===== config.mk =====
export PLATFORM = sky130hd
export DESIGN_NAME = psc_init_sampling_ctrl
export DESIGN_NICKNAME = d
export VERILOG_FILES = /design/src/shared/psc_pkg.sv /design/src/verilog/psc_sync_edge.sv /design/src/verilog/psc_frame_tx.sv /design/src/verilog/psc_init_sampling_ctrl.sv
export SDC_FILE = /design/constraint.sdc
export NUM_CORES = 1
export LEC_CHECK = 0
export BUFFER_PORTS_ARGS = -buffer_cell sky130_fd_sc_hd__buf_4
export CORE_MARGIN = 2
export CORE_UTILIZATION = 45
export DETAILED_ROUTE_END_ITERATION = 12
export HOLD_SLACK_MARGIN = 0.03
export PLACE_DENSITY = 0.73
export SYNTH_ARGS = -nofsm -noshare
export SYNTH_HDL_FRONTEND = slang
export SYNTH_SLANG_ARGS = --single-unit

===== constraint.sdc =====
create_clock -name pclk -period 3.75 [get_ports pclk]
set_input_delay 0.75 -clock pclk [delete_from_list [all_inputs] [get_ports pclk]]
set_output_delay 0.75 -clock pclk [all_outputs]
set_load 0.02 [all_outputs]

===== src/shared/psc_pkg.sv =====
// Functional notes
// - after init phase 1 ends, start self-test; rerun on failure up to repeat limit.
// - send busy or ready messages in init phase 3; busy count follows reruns.
// - a channel's self-test loop stops at the first passing sequence.
// - once self-test completes, send exactly two ready messages, then leave phase 3.
// - count reruns per channel, but both channels leave phase 3 together.
// - keep both channels busy until both passed or reruns are used up.
// - set the init done flag by hardware on leaving init phase 3.
// - asynchronous mode sends frames at a fixed period and ignores sync pulses.
// - in init phase 1 still pass sync pulses to programming entry decoding.
// - simultaneous mode latches the sample at the sync rising edge.
// - minimum latency mode latches the sample at the response start time.
// - unprogrammed part answers sync pulses in the default 16-bit CRC mode.
// - defaults stay in force until user OTP block two is written and locked.
// - frame is two start bits, sixteen data bits LSB first, CRC C2 to C0.
// - init frames carry six zero low bits and ten bits of init data.
// - default slots 47 us (0x002F) for channel 0 and 244 us (0x00F4).
// - default data size field 3'b100 and CRC enable bit 2 set.
// - default bit time field 4'b1000, 8.0 us per bit at 125 kbit/s.
// - high g default: range, sensitivity and low-pass fields all zero.
// - medium g default: same zero fields, 400 Hz four-pole response.
// - default offset cancellation field 2'b00, 0.04 Hz high-pass with limit.
package psc_pkg;

  // register indices; byte address is four times the index
  localparam logic [9:0] IDX_SOURCE_ID_CONFIG_0 = 10'h01A;
  localparam logic [9:0] IDX_BIT_TIME_CONFIG    = 10'h023;
  localparam logic [9:0] IDX_LINK_CONFIG        = 10'h025;
  localparam logic [9:0] IDX_RESP_START_CH0     = 10'h026;
  localparam logic [9:0] IDX_RESP_START_CH1     = 10'h02A;
  localparam logic [9:0] IDX_CH0_USER_CONFIG_1  = 10'h040;
  localparam logic [9:0] IDX_CH0_USER_CONFIG_2  = 10'h041;
  localparam logic [9:0] IDX_CH0_USER_CONFIG_4  = 10'h043;
  localparam logic [9:0] IDX_CH1_USER_CONFIG_1  = 10'h048;
  localparam logic [9:0] IDX_CH1_USER_CONFIG_2  = 10'h049;
  localparam logic [9:0] IDX_CH1_USER_CONFIG_4  = 10'h04B;
  localparam logic [9:0] IDX_CTRL               = 10'h060;
  localparam logic [9:0] IDX_STATUS             = 10'h061;

  // reset values (default transmission settings)
  localparam logic [7:0]  RST_SOURCE_ID_CONFIG_0 = 8'h40;
  localparam logic [7:0]  RST_BIT_TIME_CONFIG    = 8'h08;
  localparam logic [7:0]  RST_LINK_CONFIG        = 8'h04;
  localparam logic [15:0] RST_RESP_START_CH0     = 16'h002F;
  localparam logic [15:0] RST_RESP_START_CH1     = 16'h00F4;
  localparam logic [7:0]  RST_USER_CONFIG        = 8'h00;
  localparam logic [7:0]  RST_CTRL               = 8'h30;

  // field positions
  localparam int CTRL_ASYNC_BIT = 0;
  localparam int CTRL_SS_BIT    = 1;
  localparam int CTRL_RPT_LSB   = 4;
  localparam int RPT_W          = 4;
  localparam int BIT_TIME_W     = 4;
  localparam int ST_DONE_BIT    = 0;
  localparam int ST_PHASE_LSB   = 1;
  localparam int ST_PASS_LSB    = 3;
  localparam int ST_RPT0_LSB    = 8;
  localparam int ST_RPT1_LSB    = 12;
  localparam int ST_LOCK_BIT    = 16;

  // timing
  localparam int CLK_PERIOD_NS       = 25;
  localparam int NS_PER_US           = 1000;
  localparam int CYC_PER_US          = NS_PER_US / CLK_PERIOD_NS;
  localparam int ASYNC_PERIOD_US_DEF = 228;

  // frame layout
  localparam int          DATA_BITS     = 16;
  localparam int          CRC_BITS      = 3;
  localparam int          START_BITS    = 2;
  localparam int          FRAME_BITS    = START_BITS + DATA_BITS + CRC_BITS;
  localparam int          INIT_PAD_BITS = 6;
  localparam logic [1:0]  START_VAL     = 2'b00;
  localparam logic [2:0]  CRC_SEED      = 3'b111;
  localparam logic [9:0]  INIT_BUSY_MSG  = 10'h155;
  localparam logic [9:0]  INIT_READY_MSG = 10'h2AA;
  localparam logic [1:0]  READY_MSGS    = 2'h2;

  typedef enum logic [1:0] {
    PH_INIT1    = 2'b00,
    PH_SELFTEST = 2'b01,
    PH_READY    = 2'b11,
    PH_NORMAL   = 2'b10
  } psc_phase_t;

endpackage


===== src/verilog/psc_sync_edge.sv =====
`timescale 1ns/100ps
`default_nettype none
module psc_sync_edge (
  // clock and reset
  input  wire logic pclk,
  input  wire logic presetn,
  // pin in, edge out
  input  wire logic sync_in,
  output logic      rise
);
  logic meta_r;
  logic sync_r;
  logic last_r;

  always_ff @(posedge pclk or negedge presetn) begin
    if (!presetn) begin
      meta_r <= 1'b0;
      sync_r <= 1'b0;
      last_r <= 1'b0;
    end else begin
      meta_r <= sync_in;
      sync_r <= meta_r;
      last_r <= sync_r;
    end
  end

  assign rise = sync_r & ~last_r;
endmodule // psc_sync_edge
`default_nettype wire


===== src/verilog/psc_frame_tx.sv =====
`timescale 1ns/100ps
`default_nettype none
module psc_frame_tx #(
  parameter int DATA_W = psc_pkg::DATA_BITS
) (
  // clock and reset
  input  wire logic              pclk,
  input  wire logic              presetn,
  // request
  input  wire logic              req,
  input  wire logic [DATA_W-1:0] data,
  input  wire logic [9:0]        bit_cyc,
  output logic                   ready,
  // line
  output logic                   tx_bit,
  output logic                   tx_active
);
  localparam int FB = psc_pkg::FRAME_BITS;

  logic [FB-1:0] shift_r;
  logic [4:0]    idx_r;
  logic [9:0]    cyc_r;
  logic [2:0]    crc;
  logic          bit_end;

  // crc over data bits in send order
  function automatic logic [2:0] crc3(input logic [DATA_W-1:0] d);
    logic [2:0] c;
    logic       fb;
    c = psc_pkg::CRC_SEED;
    for (int i = 0; i < DATA_W; i++) begin
      fb = c[2] ^ d[i];
      c  = {c[1], c[0] ^ fb, fb};
    end
    return c;
  endfunction

  assign crc     = crc3(data);
  assign ready   = ~tx_active;
  assign bit_end = (cyc_r == bit_cyc - 10'h001) || (bit_cyc == 10'h000);
  assign tx_bit  = shift_r[0];

  always_ff @(posedge pclk or negedge presetn) begin
    if (!presetn) begin
      shift_r   <= '0;
      idx_r     <= 5'h00;
      cyc_r     <= 10'h000;
      tx_active <= 1'b0;
    end else if (req && !tx_active) begin
      // start, data lsb first, crc msb first
      shift_r   <= {crc[0], crc[1], crc[2], data, psc_pkg::START_VAL};
      idx_r     <= 5'h00;
      cyc_r     <= 10'h000;
      tx_active <= 1'b1;
    end else if (tx_active) begin
      cyc_r <= bit_end ? 10'h000 : cyc_r + 10'h001;
      if (bit_end) begin
        shift_r <= shift_r >> 1;
        idx_r   <= idx_r + 5'h01;
        if (idx_r == 5'(FB - 1)) begin
          tx_active <= 1'b0;
        end
      end
    end
  end
endmodule // psc_frame_tx
`default_nettype wire


===== src/verilog/psc_init_sampling_ctrl.sv =====
`timescale 1ns/100ps
`default_nettype none
module psc_init_sampling_ctrl #(
  parameter int ASYNC_PERIOD_US = psc_pkg::ASYNC_PERIOD_US_DEF
) (
  // clock and reset
  input  wire logic        pclk,
  input  wire logic        presetn,
  // apb slave
  input  wire logic [11:0] paddr,
  input  wire logic        psel,
  input  wire logic        penable,
  input  wire logic        pwrite,
  input  wire logic [31:0] pwdata,
  input  wire logic [3:0]  pstrb,
  output logic [31:0]      prdata,
  output logic             pready,
  output logic             pslverr,
  // receiver link
  input  wire logic        sync_pulse_in,
  output logic             tx_bit,
  output logic             tx_active,
  output logic             tx_channel,
  // otp state
  input  wire logic        user_otp_block_two,
  // init sequencing
  input  wire logic        init_phase1_done,
  output logic             prog_sync_rise,
  output logic             init_done_flag,
  // self-test engine
  output logic [1:0]       selftest_start,
  input  wire logic [1:0]  selftest_done,
  input  wire logic [1:0]  selftest_pass,
  // sensor samples
  input  wire logic [15:0] ch0_sample,
  input  wire logic [15:0] ch1_sample
);

  // register file
  logic [7:0]  source_id_config_0_r;
  logic [7:0]  bit_time_config_r;
  logic [7:0]  link_config_r;
  logic [15:0] resp_start_time_ch0_r;
  logic [15:0] resp_start_time_ch1_r;
  logic [7:0]  user_config_1_r [2];
  logic [7:0]  user_config_2_r [2];
  logic [7:0]  user_config_4_r [2];
  logic [7:0]  ctrl_r;
  logic [31:0] prdata_r;

  // sequencing state
  psc_pkg::psc_phase_t phase_r;
  psc_pkg::psc_phase_t phase_nxt;
  logic [psc_pkg::RPT_W-1:0] selftest_repeat_limit_r [2];
  logic [1:0]  st_pass_r;
  logic [1:0]  st_fin_r;
  logic [1:0]  st_start_r;
  logic [1:0]  ready_cnt_r;
  logic        init_done_r;
  logic        msg_init_r;
  logic        msg_ready_r;

  // timing state
  logic [5:0]  presc_r;
  logic [15:0] slot_us_r;
  logic        slot_run_r;
  logic [1:0]  fired_r;
  logic [15:0] async_us_r;
  logic [15:0] smp0_r;
  logic [15:0] smp1_r;
  logic        tx_channel_r;

  // decode and datapath wires
  logic        setup;
  logic        wr_en;
  logic        hit;
  logic [31:0] rd_mux;
  logic        locked;
  logic        eff_async;
  logic        eff_ss;
  logic [15:0] eff_rsp0;
  logic [15:0] eff_rsp1;
  logic [psc_pkg::BIT_TIME_W-1:0] eff_bt;
  logic [9:0]  bit_cyc;
  logic        sync_rise;
  logic        us_tick;
  logic        async_tick;
  logic        trig;
  logic        fire0;
  logic        fire1;
  logic        tx_req;
  logic        tx_ready;
  logic [15:0] tx_data;
  logic [15:0] init_word;
  logic        in_init3;
  logic        leave_init3;

  function automatic logic sel(input logic [11:0] a, input logic [9:0] idx);
    return a[11:2] == idx;
  endfunction

  function automatic logic [7:0] lane(input logic [7:0] old, input logic en, input logic [7:0] nw);
    return en ? nw : old;
  endfunction

  // apb decode; zero wait states
  assign setup  = psel & ~penable;
  assign wr_en  = psel & penable & pwrite & hit;
  assign pready = 1'b1;
  assign hit = sel(paddr, psc_pkg::IDX_SOURCE_ID_CONFIG_0) | sel(paddr, psc_pkg::IDX_BIT_TIME_CONFIG)
             | sel(paddr, psc_pkg::IDX_LINK_CONFIG)       | sel(paddr, psc_pkg::IDX_RESP_START_CH0)
             | sel(paddr, psc_pkg::IDX_RESP_START_CH1)    | sel(paddr, psc_pkg::IDX_CH0_USER_CONFIG_1)
             | sel(paddr, psc_pkg::IDX_CH0_USER_CONFIG_2) | sel(paddr, psc_pkg::IDX_CH0_USER_CONFIG_4)
             | sel(paddr, psc_pkg::IDX_CH1_USER_CONFIG_1) | sel(paddr, psc_pkg::IDX_CH1_USER_CONFIG_2)
             | sel(paddr, psc_pkg::IDX_CH1_USER_CONFIG_4) | sel(paddr, psc_pkg::IDX_CTRL)
             | sel(paddr, psc_pkg::IDX_STATUS);
  assign pslverr = psel & penable & ~hit;
  assign prdata  = prdata_r;

  always_comb begin
    rd_mux = 32'h0000_0000;
    case (1'b1)
      sel(paddr, psc_pkg::IDX_SOURCE_ID_CONFIG_0): rd_mux[7:0]  = source_id_config_0_r;
      sel(paddr, psc_pkg::IDX_BIT_TIME_CONFIG):    rd_mux[7:0]  = bit_time_config_r;
      sel(paddr, psc_pkg::IDX_LINK_CONFIG):        rd_mux[7:0]  = link_config_r;
      sel(paddr, psc_pkg::IDX_RESP_START_CH0):     rd_mux[15:0] = resp_start_time_ch0_r;
      sel(paddr, psc_pkg::IDX_RESP_START_CH1):     rd_mux[15:0] = resp_start_time_ch1_r;
      sel(paddr, psc_pkg::IDX_CH0_USER_CONFIG_1):  rd_mux[7:0]  = user_config_1_r[0];
      sel(paddr, psc_pkg::IDX_CH0_USER_CONFIG_2):  rd_mux[7:0]  = user_config_2_r[0];
      sel(paddr, psc_pkg::IDX_CH0_USER_CONFIG_4):  rd_mux[7:0]  = user_config_4_r[0];
      sel(paddr, psc_pkg::IDX_CH1_USER_CONFIG_1):  rd_mux[7:0]  = user_config_1_r[1];
      sel(paddr, psc_pkg::IDX_CH1_USER_CONFIG_2):  rd_mux[7:0]  = user_config_2_r[1];
      sel(paddr, psc_pkg::IDX_CH1_USER_CONFIG_4):  rd_mux[7:0]  = user_config_4_r[1];
      sel(paddr, psc_pkg::IDX_CTRL):               rd_mux[7:0]  = ctrl_r;
      sel(paddr, psc_pkg::IDX_STATUS): begin
        rd_mux[psc_pkg::ST_DONE_BIT]                        = init_done_r;
        rd_mux[psc_pkg::ST_PHASE_LSB +: 2]                  = phase_r;
        rd_mux[psc_pkg::ST_PASS_LSB +: 2]                   = st_pass_r;
        rd_mux[psc_pkg::ST_RPT0_LSB +: psc_pkg::RPT_W]      = selftest_repeat_limit_r[0];
        rd_mux[psc_pkg::ST_RPT1_LSB +: psc_pkg::RPT_W]      = selftest_repeat_limit_r[1];
        rd_mux[psc_pkg::ST_LOCK_BIT]                        = locked;
      end
      default: rd_mux = 32'h0000_0000;
    endcase
  end

  // read data captured in setup, shown in access
  always_ff @(posedge pclk or negedge presetn) begin
    if (!presetn) begin
      prdata_r <= 32'h0000_0000;
    end else if (setup && !pwrite) begin
      prdata_r <= rd_mux;
    end
  end

  // writable registers with byte lanes
  always_ff @(posedge pclk or negedge presetn) begin
    if (!presetn) begin
      source_id_config_0_r  <= psc_pkg::RST_SOURCE_ID_CONFIG_0;
      link_config_r         <= psc_pkg::RST_LINK_CONFIG;
      bit_time_config_r     <= psc_pkg::RST_BIT_TIME_CONFIG;
      resp_start_time_ch0_r <= psc_pkg::RST_RESP_START_CH0;
      resp_start_time_ch1_r <= psc_pkg::RST_RESP_START_CH1;
      ctrl_r                <= psc_pkg::RST_CTRL;
    end else if (wr_en) begin
      if (sel(paddr, psc_pkg::IDX_SOURCE_ID_CONFIG_0)) begin
        source_id_config_0_r <= lane(source_id_config_0_r, pstrb[0], pwdata[7:0]);
      end
      if (sel(paddr, psc_pkg::IDX_BIT_TIME_CONFIG)) begin
        bit_time_config_r <= lane(bit_time_config_r, pstrb[0], pwdata[7:0]);
      end
      if (sel(paddr, psc_pkg::IDX_LINK_CONFIG)) begin
        link_config_r <= lane(link_config_r, pstrb[0], pwdata[7:0]);
      end
      if (sel(paddr, psc_pkg::IDX_RESP_START_CH0)) begin
        resp_start_time_ch0_r <= {lane(resp_start_time_ch0_r[15:8], pstrb[1], pwdata[15:8]),
                                  lane(resp_start_time_ch0_r[7:0], pstrb[0], pwdata[7:0])};
      end
      if (sel(paddr, psc_pkg::IDX_RESP_START_CH1)) begin
        resp_start_time_ch1_r <= {lane(resp_start_time_ch1_r[15:8], pstrb[1], pwdata[15:8]),
                                  lane(resp_start_time_ch1_r[7:0], pstrb[0], pwdata[7:0])};
      end
      if (sel(paddr, psc_pkg::IDX_CTRL)) begin
        ctrl_r <= lane(ctrl_r, pstrb[0], pwdata[7:0]);
      end
    end
  end

  // per-channel user configuration
  for (genvar c = 0; c < 2; c++) begin : g_ucfg
    localparam logic [9:0] OFS = (c == 1) ? 10'h008 : 10'h000;
    always_ff @(posedge pclk or negedge presetn) begin
      if (!presetn) begin
        // zero range, gain, filter, offset fields
        user_config_1_r[c] <= psc_pkg::RST_USER_CONFIG;
        user_config_2_r[c] <= psc_pkg::RST_USER_CONFIG;
        user_config_4_r[c] <= psc_pkg::RST_USER_CONFIG;
      end else if (wr_en && pstrb[0]) begin
        if (sel(paddr, psc_pkg::IDX_CH0_USER_CONFIG_1 + OFS)) begin
          user_config_1_r[c] <= pwdata[7:0];
        end
        if (sel(paddr, psc_pkg::IDX_CH0_USER_CONFIG_2 + OFS)) begin
          user_config_2_r[c] <= pwdata[7:0];
        end
        if (sel(paddr, psc_pkg::IDX_CH0_USER_CONFIG_4 + OFS)) begin
          user_config_4_r[c] <= pwdata[7:0];
        end
      end
    end
  end

  // defaults until otp block two locked
  assign locked    = user_otp_block_two;
  assign eff_async = locked & ctrl_r[psc_pkg::CTRL_ASYNC_BIT];
  assign eff_ss    = locked & ctrl_r[psc_pkg::CTRL_SS_BIT];
  assign eff_rsp0  = locked ? resp_start_time_ch0_r : psc_pkg::RST_RESP_START_CH0;
  assign eff_rsp1  = locked ? resp_start_time_ch1_r : psc_pkg::RST_RESP_START_CH1;
  assign eff_bt    = locked ? bit_time_config_r[psc_pkg::BIT_TIME_W-1:0]
                            : psc_pkg::RST_BIT_TIME_CONFIG[psc_pkg::BIT_TIME_W-1:0];
  assign bit_cyc   = 10'(eff_bt) * 10'(psc_pkg::CYC_PER_US);

  psc_sync_edge u_sync (
    .pclk    (pclk),
    .presetn (presetn),
    .sync_in (sync_pulse_in),
    .rise    (sync_rise)
  );

  // sync edges always reach programming entry in phase 1
  assign prog_sync_rise = sync_rise & (phase_r == psc_pkg::PH_INIT1);

  assign us_tick    = presc_r == 6'(psc_pkg::CYC_PER_US - 1);
  assign async_tick = eff_async & us_tick & (async_us_r == 16'(ASYNC_PERIOD_US - 1));
  assign trig       = (eff_async ? async_tick : sync_rise) & (phase_r != psc_pkg::PH_INIT1);

  // slot fires when microsecond count meets response start time
  assign fire0 = slot_run_r & ~fired_r[0] & (slot_us_r == eff_rsp0);
  assign fire1 = slot_run_r & ~fired_r[1] & (slot_us_r == eff_rsp1) & ~fire0;

  // prescaler restarts on trigger so slots align to the edge
  always_ff @(posedge pclk or negedge presetn) begin
    if (!presetn) begin
      presc_r    <= 6'h00;
      async_us_r <= 16'h0000;
    end else begin
      presc_r <= (trig || us_tick) ? 6'h00 : presc_r + 6'h01;
      if (!eff_async || async_tick) begin
        async_us_r <= 16'h0000;
      end else if (us_tick) begin
        async_us_r <= async_us_r + 16'h0001;
      end
    end
  end

  always_ff @(posedge pclk or negedge presetn) begin
    if (!presetn) begin
      slot_us_r  <= 16'h0000;
      slot_run_r <= 1'b0;
      fired_r    <= 2'b00;
    end else if (trig) begin
      slot_us_r  <= 16'h0000;
      slot_run_r <= 1'b1;
      fired_r    <= 2'b00;
    end else begin
      fired_r <= fired_r | {fire1, fire0};
      if ((fired_r | {fire1, fire0}) == 2'b11) begin
        slot_run_r <= 1'b0;
      end else if (us_tick && slot_run_r) begin
        slot_us_r <= slot_us_r + 16'h0001;
      end
    end
  end

  // simultaneous mode latches at the sync edge
  always_ff @(posedge pclk or negedge presetn) begin
    if (!presetn) begin
      smp0_r <= 16'h0000;
      smp1_r <= 16'h0000;
    end else if (trig) begin
      smp0_r <= ch0_sample;
      smp1_r <= ch1_sample;
    end
  end

  // init frame: six zero bits below the message
  assign init_word = msg_ready_r ? {psc_pkg::INIT_READY_MSG, {psc_pkg::INIT_PAD_BITS{1'b0}}}
                                 : {psc_pkg::INIT_BUSY_MSG, {psc_pkg::INIT_PAD_BITS{1'b0}}};
  // minimum latency takes the live sample at slot time
  assign tx_data = msg_init_r ? init_word
                 : fire0      ? (eff_ss ? smp0_r : ch0_sample)
                              : (eff_ss ? smp1_r : ch1_sample);
  // a slot that meets a busy line is dropped
  assign tx_req  = fire0 | fire1;

  psc_frame_tx #(
    .DATA_W (psc_pkg::DATA_BITS)
  ) u_tx (
    .pclk      (pclk),
    .presetn   (presetn),
    .req       (tx_req),
    .data      (tx_data),
    .bit_cyc   (bit_cyc),
    .ready     (tx_ready),
    .tx_bit    (tx_bit),
    .tx_active (tx_active)
  );

  always_ff @(posedge pclk or negedge presetn) begin
    if (!presetn) begin
      tx_channel_r <= 1'b0;
    end else if (tx_req && tx_ready) begin
      tx_channel_r <= fire1;
    end
  end
  assign tx_channel = tx_channel_r;

  // self-test per channel
  for (genvar c = 0; c < 2; c++) begin : g_st
    always_ff @(posedge pclk or negedge presetn) begin
      if (!presetn) begin
        selftest_repeat_limit_r[c]   <= '0;
        st_pass_r[c]  <= 1'b0;
        st_fin_r[c]   <= 1'b0;
        st_start_r[c] <= 1'b0;
      end else if (phase_r == psc_pkg::PH_INIT1 && init_phase1_done) begin
        // start on end of phase 1
        selftest_repeat_limit_r[c]   <= '0;
        st_pass_r[c]  <= 1'b0;
        st_fin_r[c]   <= 1'b0;
        st_start_r[c] <= 1'b1;
      end else if (phase_r == psc_pkg::PH_SELFTEST && selftest_done[c] && !st_fin_r[c]) begin
        if (selftest_pass[c]) begin
          st_pass_r[c]  <= 1'b1;
          st_fin_r[c]   <= 1'b1;
          st_start_r[c] <= 1'b0;
        end else if (selftest_repeat_limit_r[c] == ctrl_r[psc_pkg::CTRL_RPT_LSB +: psc_pkg::RPT_W]) begin
          st_fin_r[c]   <= 1'b1;
          st_start_r[c] <= 1'b0;
        end else begin
          selftest_repeat_limit_r[c]   <= selftest_repeat_limit_r[c] + 1'b1;
          st_start_r[c] <= 1'b1;
        end
      end else begin
        st_start_r[c] <= 1'b0;
      end
    end
  end
  assign selftest_start = st_start_r;

  // phase 3 held until both channels finish
  assign in_init3    = (phase_r == psc_pkg::PH_SELFTEST) | (phase_r == psc_pkg::PH_READY);
  // leave at the second ready slot of channel 1
  assign leave_init3 = (phase_r == psc_pkg::PH_READY) & fire1 & msg_ready_r
                     & (ready_cnt_r == psc_pkg::READY_MSGS - 2'h1);

  always_comb begin
    phase_nxt = phase_r;
    case (phase_r)
      psc_pkg::PH_INIT1:    phase_nxt = init_phase1_done ? psc_pkg::PH_SELFTEST : psc_pkg::PH_INIT1;
      psc_pkg::PH_SELFTEST: phase_nxt = (&st_fin_r) ? psc_pkg::PH_READY : psc_pkg::PH_SELFTEST;
      psc_pkg::PH_READY:    phase_nxt = leave_init3 ? psc_pkg::PH_NORMAL : psc_pkg::PH_READY;
      psc_pkg::PH_NORMAL:   phase_nxt = psc_pkg::PH_NORMAL;
      default:              phase_nxt = psc_pkg::PH_INIT1;
    endcase
  end

  always_ff @(posedge pclk or negedge presetn) begin
    if (!presetn) begin
      phase_r     <= psc_pkg::PH_INIT1;
      msg_init_r  <= 1'b0;
      msg_ready_r <= 1'b0;
      ready_cnt_r <= 2'h0;
      init_done_r <= 1'b0;
    end else begin
      phase_r <= phase_nxt;
      // message kind fixed per sync so both slots agree
      if (trig) begin
        msg_init_r  <= in_init3;
        msg_ready_r <= phase_r == psc_pkg::PH_READY;
      end
      if (phase_r == psc_pkg::PH_READY && fire1 && msg_ready_r) begin
        ready_cnt_r <= ready_cnt_r + 2'h1;
      end
      // flag set on exit from phase 3
      if (leave_init3) begin
        init_done_r <= 1'b1;
      end
    end
  end
  assign init_done_flag = init_done_r;

endmodule // psc_init_sampling_ctrl
`default_nettype wire


# Yosys cells after proc, flatten, opt, wreduce, memory -nomap -nowiden
# Index checks and enable logic that the tools add are counted.
[word_totals]
register_bits = 264
in_bits = 92
out_inout_bits = 41
elab_cells = 330
[classes]
addsub = 9
n_mul = 1
eq_ne = 31
n_mux = 116
bitwise_logic = 73
n_reduce_logical = 57
[ops]
columns = ["operator", "n"]
rows = [
  ["$mux W16", 12],
  ["$mux W8", 13],
  ["$eq A10 B7 Y1 const B", 8],
  ["$mux W5", 16],
  ["$mux W21", 3],
  ["$mux W1", 44],
  ["$eq A10 B6 Y1 const B", 4],
  ["$mux W3", 12],
  ["$mux W4", 9],
  ["$add A16 B1 Y16 const B", 2],
  ["$eq A16 B16 Y1", 2],
  ["$mux W10", 3],
  ["$reduce_and A3 Y1", 10],
  ["$xor A1 B1 Y1", 29],
  ["$reduce_and A2 Y1", 13],
  ["$and A1 B1 Y1", 20],
  ["$reduce_bool A2 Y1", 10],
  ["$eq A16 B8 Y1 const B", 1],
  ["$or A1 B1 Y1", 14],
  ["$logic_and A1 B1 Y1", 12],
  ["$add A10 B1 Y10 const B", 1],
  ["$eq A10 B10 Y1", 1],
  ["$eq A10 B5 Y1 const B", 1],
  ["$logic_not A10 Y1", 1],
  ["22 further kinds", 46],
]

# Depth between registers and ports, before layout
[logic_depth]
ltp_word = 22
mapped_depth = 18
mapped_depth_nobuf = 14

# Hierarchy
# A second synthesis with hierarchy kept.
[unflattened]
cells_unflattened = 1476
area_unflattened_um2 = 14448.9
[by_module_without_submodules]
columns = ["module", "n_inst", "cells_each", "area_each_um2", "seq_area_each_um2"]
rows = [
  ["psc_init_sampling_ctrl", 1, 1215, 11888.9, 5624.1],
  ["psc_frame_tx", 1, 257, 2471.1, 925.9],
  ["psc_sync_edge", 1, 4, 88.8, 75.1],
]

# Worst setup path after synthesis
# No wires, ideal clock.
[synth_path]
path_kind = "input-to-reg"
startpoint = "in user_otp_block_two"
endpoint = "reg u_tx.cyc_r[5]"
setup_time_ns = 0.110
arrival_ns = 3.912
required_ns = 3.640
setup_slack_ns = -0.272
path_stages = 15
n_path_buf = 3
cell_sequence = "buf_6 buf_6 nor2b_1 inv_1 ha_1 ha_1 fa_1 nor3_1 nand2_1 xnor2_1 a41oi_1 o22ai_2 or2_2 buf_2 o41ai_1"
[synth_between]
elab_chain_len = 8
word_cells_on_any_way = 20
cone_classes = "add/sub (1); mul (1); eq/ne (3); mux (6); bitwise (5); reduce/logical (4)"
[synth_rtl]
columns = ["item", "line_no", "rtl"]
rows = [
  ["from (decl)", "psc_init_sampling_ctrl.sv:25", "input wire logic user_otp_block_two,"],
  ["$mux W4 / $mux W16 (equally long branches)", "psc_init_sampling_ctrl.sv:218, psc_init_sampling_ctrl.sv:216", ""],
  ["$mul A4 B3 Y7 / $eq A16 B16 Y1 (equally long branches)", "psc_init_sampling_ctrl.sv:220, psc_init_sampling_ctrl.sv:237", ""],
  ["$sub A10 B1 Y10 / $and A1 B1 Y1 (equally long branches)", "psc_frame_tx.sv:40, psc_init_sampling_ctrl.sv:237", ""],
  ["$eq A10 B10 Y1 / $not A1 Y1 (equally long branches)", "psc_frame_tx.sv:40, psc_init_sampling_ctrl.sv:238", ""],
  ["$logic_or A1 B1 Y1 / $and A1 B1 Y1 (equally long branches)", "psc_frame_tx.sv:40, psc_init_sampling_ctrl.sv:238", ""],
  ["$mux W10 / $or A1 B1 Y1 (equally long branches)", "psc_frame_tx.sv:56, psc_init_sampling_ctrl.sv:293", ""],
  ["$mux W10 / $logic_and A1 B1 Y1 (equally long branches)", "psc_frame_tx.sv:55, psc_frame_tx.sv:49", ""],
  ["$mux W10 / $reduce_bool A2 Y1 (equally long branches)", "n/a", ""],
  ["to (signal assigned)", "psc_frame_tx.sv:56", "cyc_r <= bit_end ? 10'h000 : cyc_r + 10'h001;"],
  ["to (decl)", "psc_frame_tx.sv:22", "logic [9:0] cyc_r;"],
]
# Parallel ways exist; a longest one is shown, timed or not. The select of a mux whose other input is x is not followed.
# A chain may end at the register's enable or synchronous reset.

# Final worst setup path
[layout_path]
startpoint = "reg bit_time_config_r[3]"
endpoint = "reg u_tx.shift_r[19]"
[layout_between]
elab_chain_len = 7
word_cells_on_any_way = 8
cone_classes = "add/sub (1); mul (1); eq/ne (1); mux (1); reduce/logical (4)"
[layout_rtl]
columns = ["item", "line_no", "rtl"]
rows = [
  ["from (decl)", "psc_init_sampling_ctrl.sv:41", "logic [7:0] bit_time_config_r;"],
  ["from (signal assigned)", "psc_init_sampling_ctrl.sv:161", "bit_time_config_r <= psc_pkg::RST_BIT_TIME_CONFIG;"],
  ["from (signal assigned)", "psc_init_sampling_ctrl.sv:170", "bit_time_config_r <= lane(bit_time_config_r, pstrb[0], pwdata[7:0]);"],
  ["$mux W4 (*)", "psc_init_sampling_ctrl.sv:218", "assign eff_bt = locked ? bit_time_config_r[psc_pkg::BIT_TIME_W-1:0]"],
  ["$mul A4 B3 Y7 (*)", "psc_init_sampling_ctrl.sv:220", "assign bit_cyc = 10'(eff_bt) * 10'(psc_pkg::CYC_PER_US);"],
  ["$sub A10 B1 Y10", "psc_frame_tx.sv:40", "assign bit_end = (cyc_r == bit_cyc - 10'h001) || (bit_cyc == 10'h000);"],
  ["$eq A10 B10 Y1", "psc_frame_tx.sv:40", ""],
  ["$logic_or A1 B1 Y1 (*)", "psc_frame_tx.sv:40", ""],
  ["$reduce_bool A2 Y1 (no source line) (*)", "n/a", ""],
  ["$reduce_and A2 Y1 (no source line) (*)", "n/a", ""],
  ["to (signal assigned)", "psc_frame_tx.sv:51", "shift_r <= {crc[0], crc[1], crc[2], data, psc_pkg::START_VAL};"],
  ["to (signal assigned)", "psc_frame_tx.sv:58", "shift_r <= shift_r >> 1;"],
  ["to (decl)", "psc_frame_tx.sv:20", "logic [FB-1:0] shift_r;"],
]
# Mark *: on every way between the ends. The rest lies on a longest branch, timed or not.

==> impl_metrics.py <==
metrics = {
    "run_status": {
        "status": "complete, no violations",
    },
    "worst_setup_path": {
        "worstSetupPathDepth": 15,
        "reg2reg_depth": 15,
        "cpMostUsedCell": "ha_4",
        "worst_path_max_delay_cell": "dfstp_2",
        "slowest_delay_ps": 570,
        "crit_required_ps": 4160,
        "cp.buffers_inverters": 2,
        "cp-start-kind": "flip-flop",
        "crit_chain": "nor2b_4 -> inv_2 -> ha_4 -> ha_4 -> fa_1 -> xnor2_1 -> a21oi_1 -> nor4b_2 -> nand3_1 -> o22ai_4 -> buf_12 -> mux2i_1 -> nor2_1 -> a31oi_1 -> o31ai_1",
        "path_class": "flip-flop to flip-flop",
        "crit_arrival_ps": 3870,
        "cp_top_family": "adder cells",
        "endpoint_kind": "flip-flop",
        "reg2reg_setup_slack_ps": 290,
        "worstPathMaxFanout": 26,
    },
    "yosys": {
        "yosysUniqueCellTypes": 89,
        "synth.cell_area_mm2": 0.0148,
        "async_flop_share": 1.00,
        "syn_inst": 1458,
        "synth_top_flop_cell": "dfrtp_1",
        "syn_avg_cell_area_um2": 10.1,
        "ys_seq_area_frac": 0.448,
        "synth_edf_count": 0,
        "ys.warnings.count": 0,
        "ys_seq_elements": 264,
    },
    "clocking": {
        "cts.clk_slew.worst_paths_ps": 60,
        "postCtsSetupBuffers": 0,
        "clkSinkCount": 264,
        "tritoncts": "built",
        "clock_latency_ps": 560,
        "ctsLongestPathBuffers": 3,
        "post_cts_resized": 0,
        "cts_buffers": 28,
        "ctsHoldBuffers": 0,
        "cts_root_buf": "clkbuf_16",
        "h-tree-depth": 1,
    },
    "timing": {
        "finClkSkew_ps": 23.1,
        "finalSetupViolCount": 0,
        "rsz0062_at_grt": "no",
        "max_slew_margin": 0.271,
        "tightest_slew_ps": 1090,
        "slew_violations": 0,
        "hold_violations": 0,
        "fin_crit_sh": 0.923,
        "max_freq_mhz": 289,
        "fin_crit_ps": 3460,
    },
    "floorplan": {
        "core_mm2": 0.0325,
        "die_x_um": 185,
        "die_h_um": 185,
        "initial_core_util": 0.455,
        "fp.dieArea_mm2": 0.0343,
        "num_rows": 66,
        "ioPinCount": 133,
    },
    "place": {
        "port_buffers": 96,
        "gp_congestion": 0.906,
        "hpwl_um": 26100,
    },
    "detailed_routing": {
        "vias_per_cell": 5.63,
        "routed.top_layer": "met4",
        "firstDrtPassIters": 7,
        "drt_iter0_markers": 761,
        "avgRoutedWirePerCell_um": 18.3,
        "wl_met2_um": 17800,
        "vias": 11400,
        "wl_met1_um": 16000,
        "drt-total-wl_um": 36800,
        "drc": 0,
        "detail-route-antenna-nets": 0,
        "wl_met3_um": 1860,
    },
    "layout": {
        "final_util": 0.528,
        "antenna_cells": 0,
        "drive_above_1_share": 0.238,
        "fillers": 2855,
        "synthToLayoutAreaGrowth_pct": 15.9,
        "layout.nets": 1659,
    },
    "grt": {
        "grt_pass1_vias": 11300,
        "grtUsageTotal": 0.217,
        "grt_pass1_wl_um": 59600,
        "grt_max_degree": 86,
        "antenna_found_initial": 0,
        "grt_overflow": 0,
    },
    "power": {
        "vdd_drop_max_mv": 0.371,
        "power_mw": 7.48,
        "powerDensity_mw_per_mm2": 437,
        "power_leakage_nw": 8.00,
    },
    "worst_hold_path": {
        "hp-class": "primary input to asynchronous set/reset pin",
    },
    "run": {
        "drv_cap": 0,
    },
}
power breakdown:
| part | internal (mW) | switching (mW) |
|---|---|---|
| clock network | 1.75 | 1.17 |
| registers | 3.08 | 0.231 |
| logic | 0.597 | 0.651 |
worst register-to-register path, cell delays in order, from the launching register on:
cell and delay, ps:
dfstp_2 570, nor2b_4 50, inv_2 70, ha_4 210, ha_4 160, fa_1 550
xnor2_1 140, a21oi_1 70, nor4b_2 340, nand3_1 170, o22ai_4 240, buf_12 230
mux2i_1 210, nor2_1 60, a31oi_1 160, o31ai_1 90
through the flow:
stage | setup slack (ps) | area (µm²) | cells | TNS, ps | hold slack [ps]
after floorplan | -24.4 | 14900 | 1472 | -140 | 331
after global placement | -91.7 | 16200 | 1964 | -1180 | 337
after detailed placement | -213 | 16200 | 1964 | -3850 | 340
after CTS | 267 | 17100 | 2015 | 0 | 219
after global routing | 48.1 | 17100 | 2015 | 0 | 253
final | 288 | 17100 | 2015 | 0 | 199
kinds of logic after synthesis:
| group | synth area share |
|---|---|
| flops | 0.448 |
| fa+ha+maj | 0.0132 |
| mux | 0.143 |
| compound gates | 0.121 |
| simple gates | 0.153 |
| xor+xnor | 0.0792 |
| buf+inv | 0.0415 |
| other cells | 0.000508 |
flip-flops by register name, summed over array words and instances, names as in the netlist, 10 cells and up:
signal	count
user_config_1_r	16
slot_us_r	16
resp_start_time_ch0_r	16
prdata	17
user_config_2_r	16
u_tx.shift_r	21
resp_start_time_ch1_r	16
async_us_r	16
smp1_r	16
user_config_4_r	16
u_tx.cyc_r	10
smp0_r	16
cell usage in the layout, fill, tap and decap left out, drive strengths merged, types with 8 or more instances in the layout:
cell and instances:
and2 9, inv 34, buf 144, nor2 94, a221oi 12, or3 9, a222oi 12, dfstp 15
a31o 9, dfrtp 249, xnor3 8, nand4 12, a211oi 9, mux2 128, and3 18, xor2 38
nor3 20, conb 16, nand2 216, nand3 30, a22oi 15, mux4 8, xnor2 75, clkbuf 41
a21oi 61, o21ai 74, nor4 13, o22ai 20, ha 14, mux2i 46, nand2b 15
path summary, 6_finish.rpt:
kind | startpoint | end
worst min-delay path | presetn | u_tx.cyc_r[8]$_DFFE_PN0P_
worst max register to register | bit_time_config_r[3]$_DFFE_PN1P_ | u_tx.shift_r[19]$_DFFE_PN0P_
min in group pclk | sync_pulse_in | u_sync.meta_r$_DFF_PN0_
max in group asynchronous | presetn | smp0_r[5]$_DFFE_PN0P_
worst min register to register | u_sync.meta_r$_DFF_PN0_ | u_sync.sync_r$_DFF_PN0_
worst max-delay path | bit_time_config_r[3]$_DFFE_PN1P_ | u_tx.shift_r[19]$_DFFE_PN0P_
cell usage after synthesis, drive strengths merged (12+ instances only):
library cell  count  area (µm²)
ha               14         175
dfrtp           249        6230
a22oi            15         113
a221oi           12         105
nand4            12        75.1
xor2             38         333
xnor2            75         657
o21ai            74         370
dfstp            15         394
clkbuf           46         174
mux2            128        1470
a222oi           12         120
nand2           216         821
and3             18         113
buf              48         308
nand3            30         150
a21oi            61         305
nor3             20         125
inv              34         128
nor2             94         353
mux2i            46         460
o22ai            20         131
nor4             13         118
nand2b           15        93.8
per-layer routing:
layer | vias to the layer above | global-route usage
li1 | 5329 | -
met1 | 5628 | 0.290
met2 | 326 | 0.369
met3 | 70 | 0.0256
met4 | 0 | 0.0676
met5 | - | 0
cell type report:
cell class                      instances  area [µm²]  area share
Clock buffer                           41         800      0.0467
Clock inverter                         10         164     0.00957
Inverter                               35         131     0.00767
Multi-Input combinational cell       1079        7690       0.449
Sequential cell                       264        6630       0.387
Tap cell                              442         553      0.0323
Timing Repair Buffer                  144        1160      0.0679
Power figures use the tool's default switching activity.
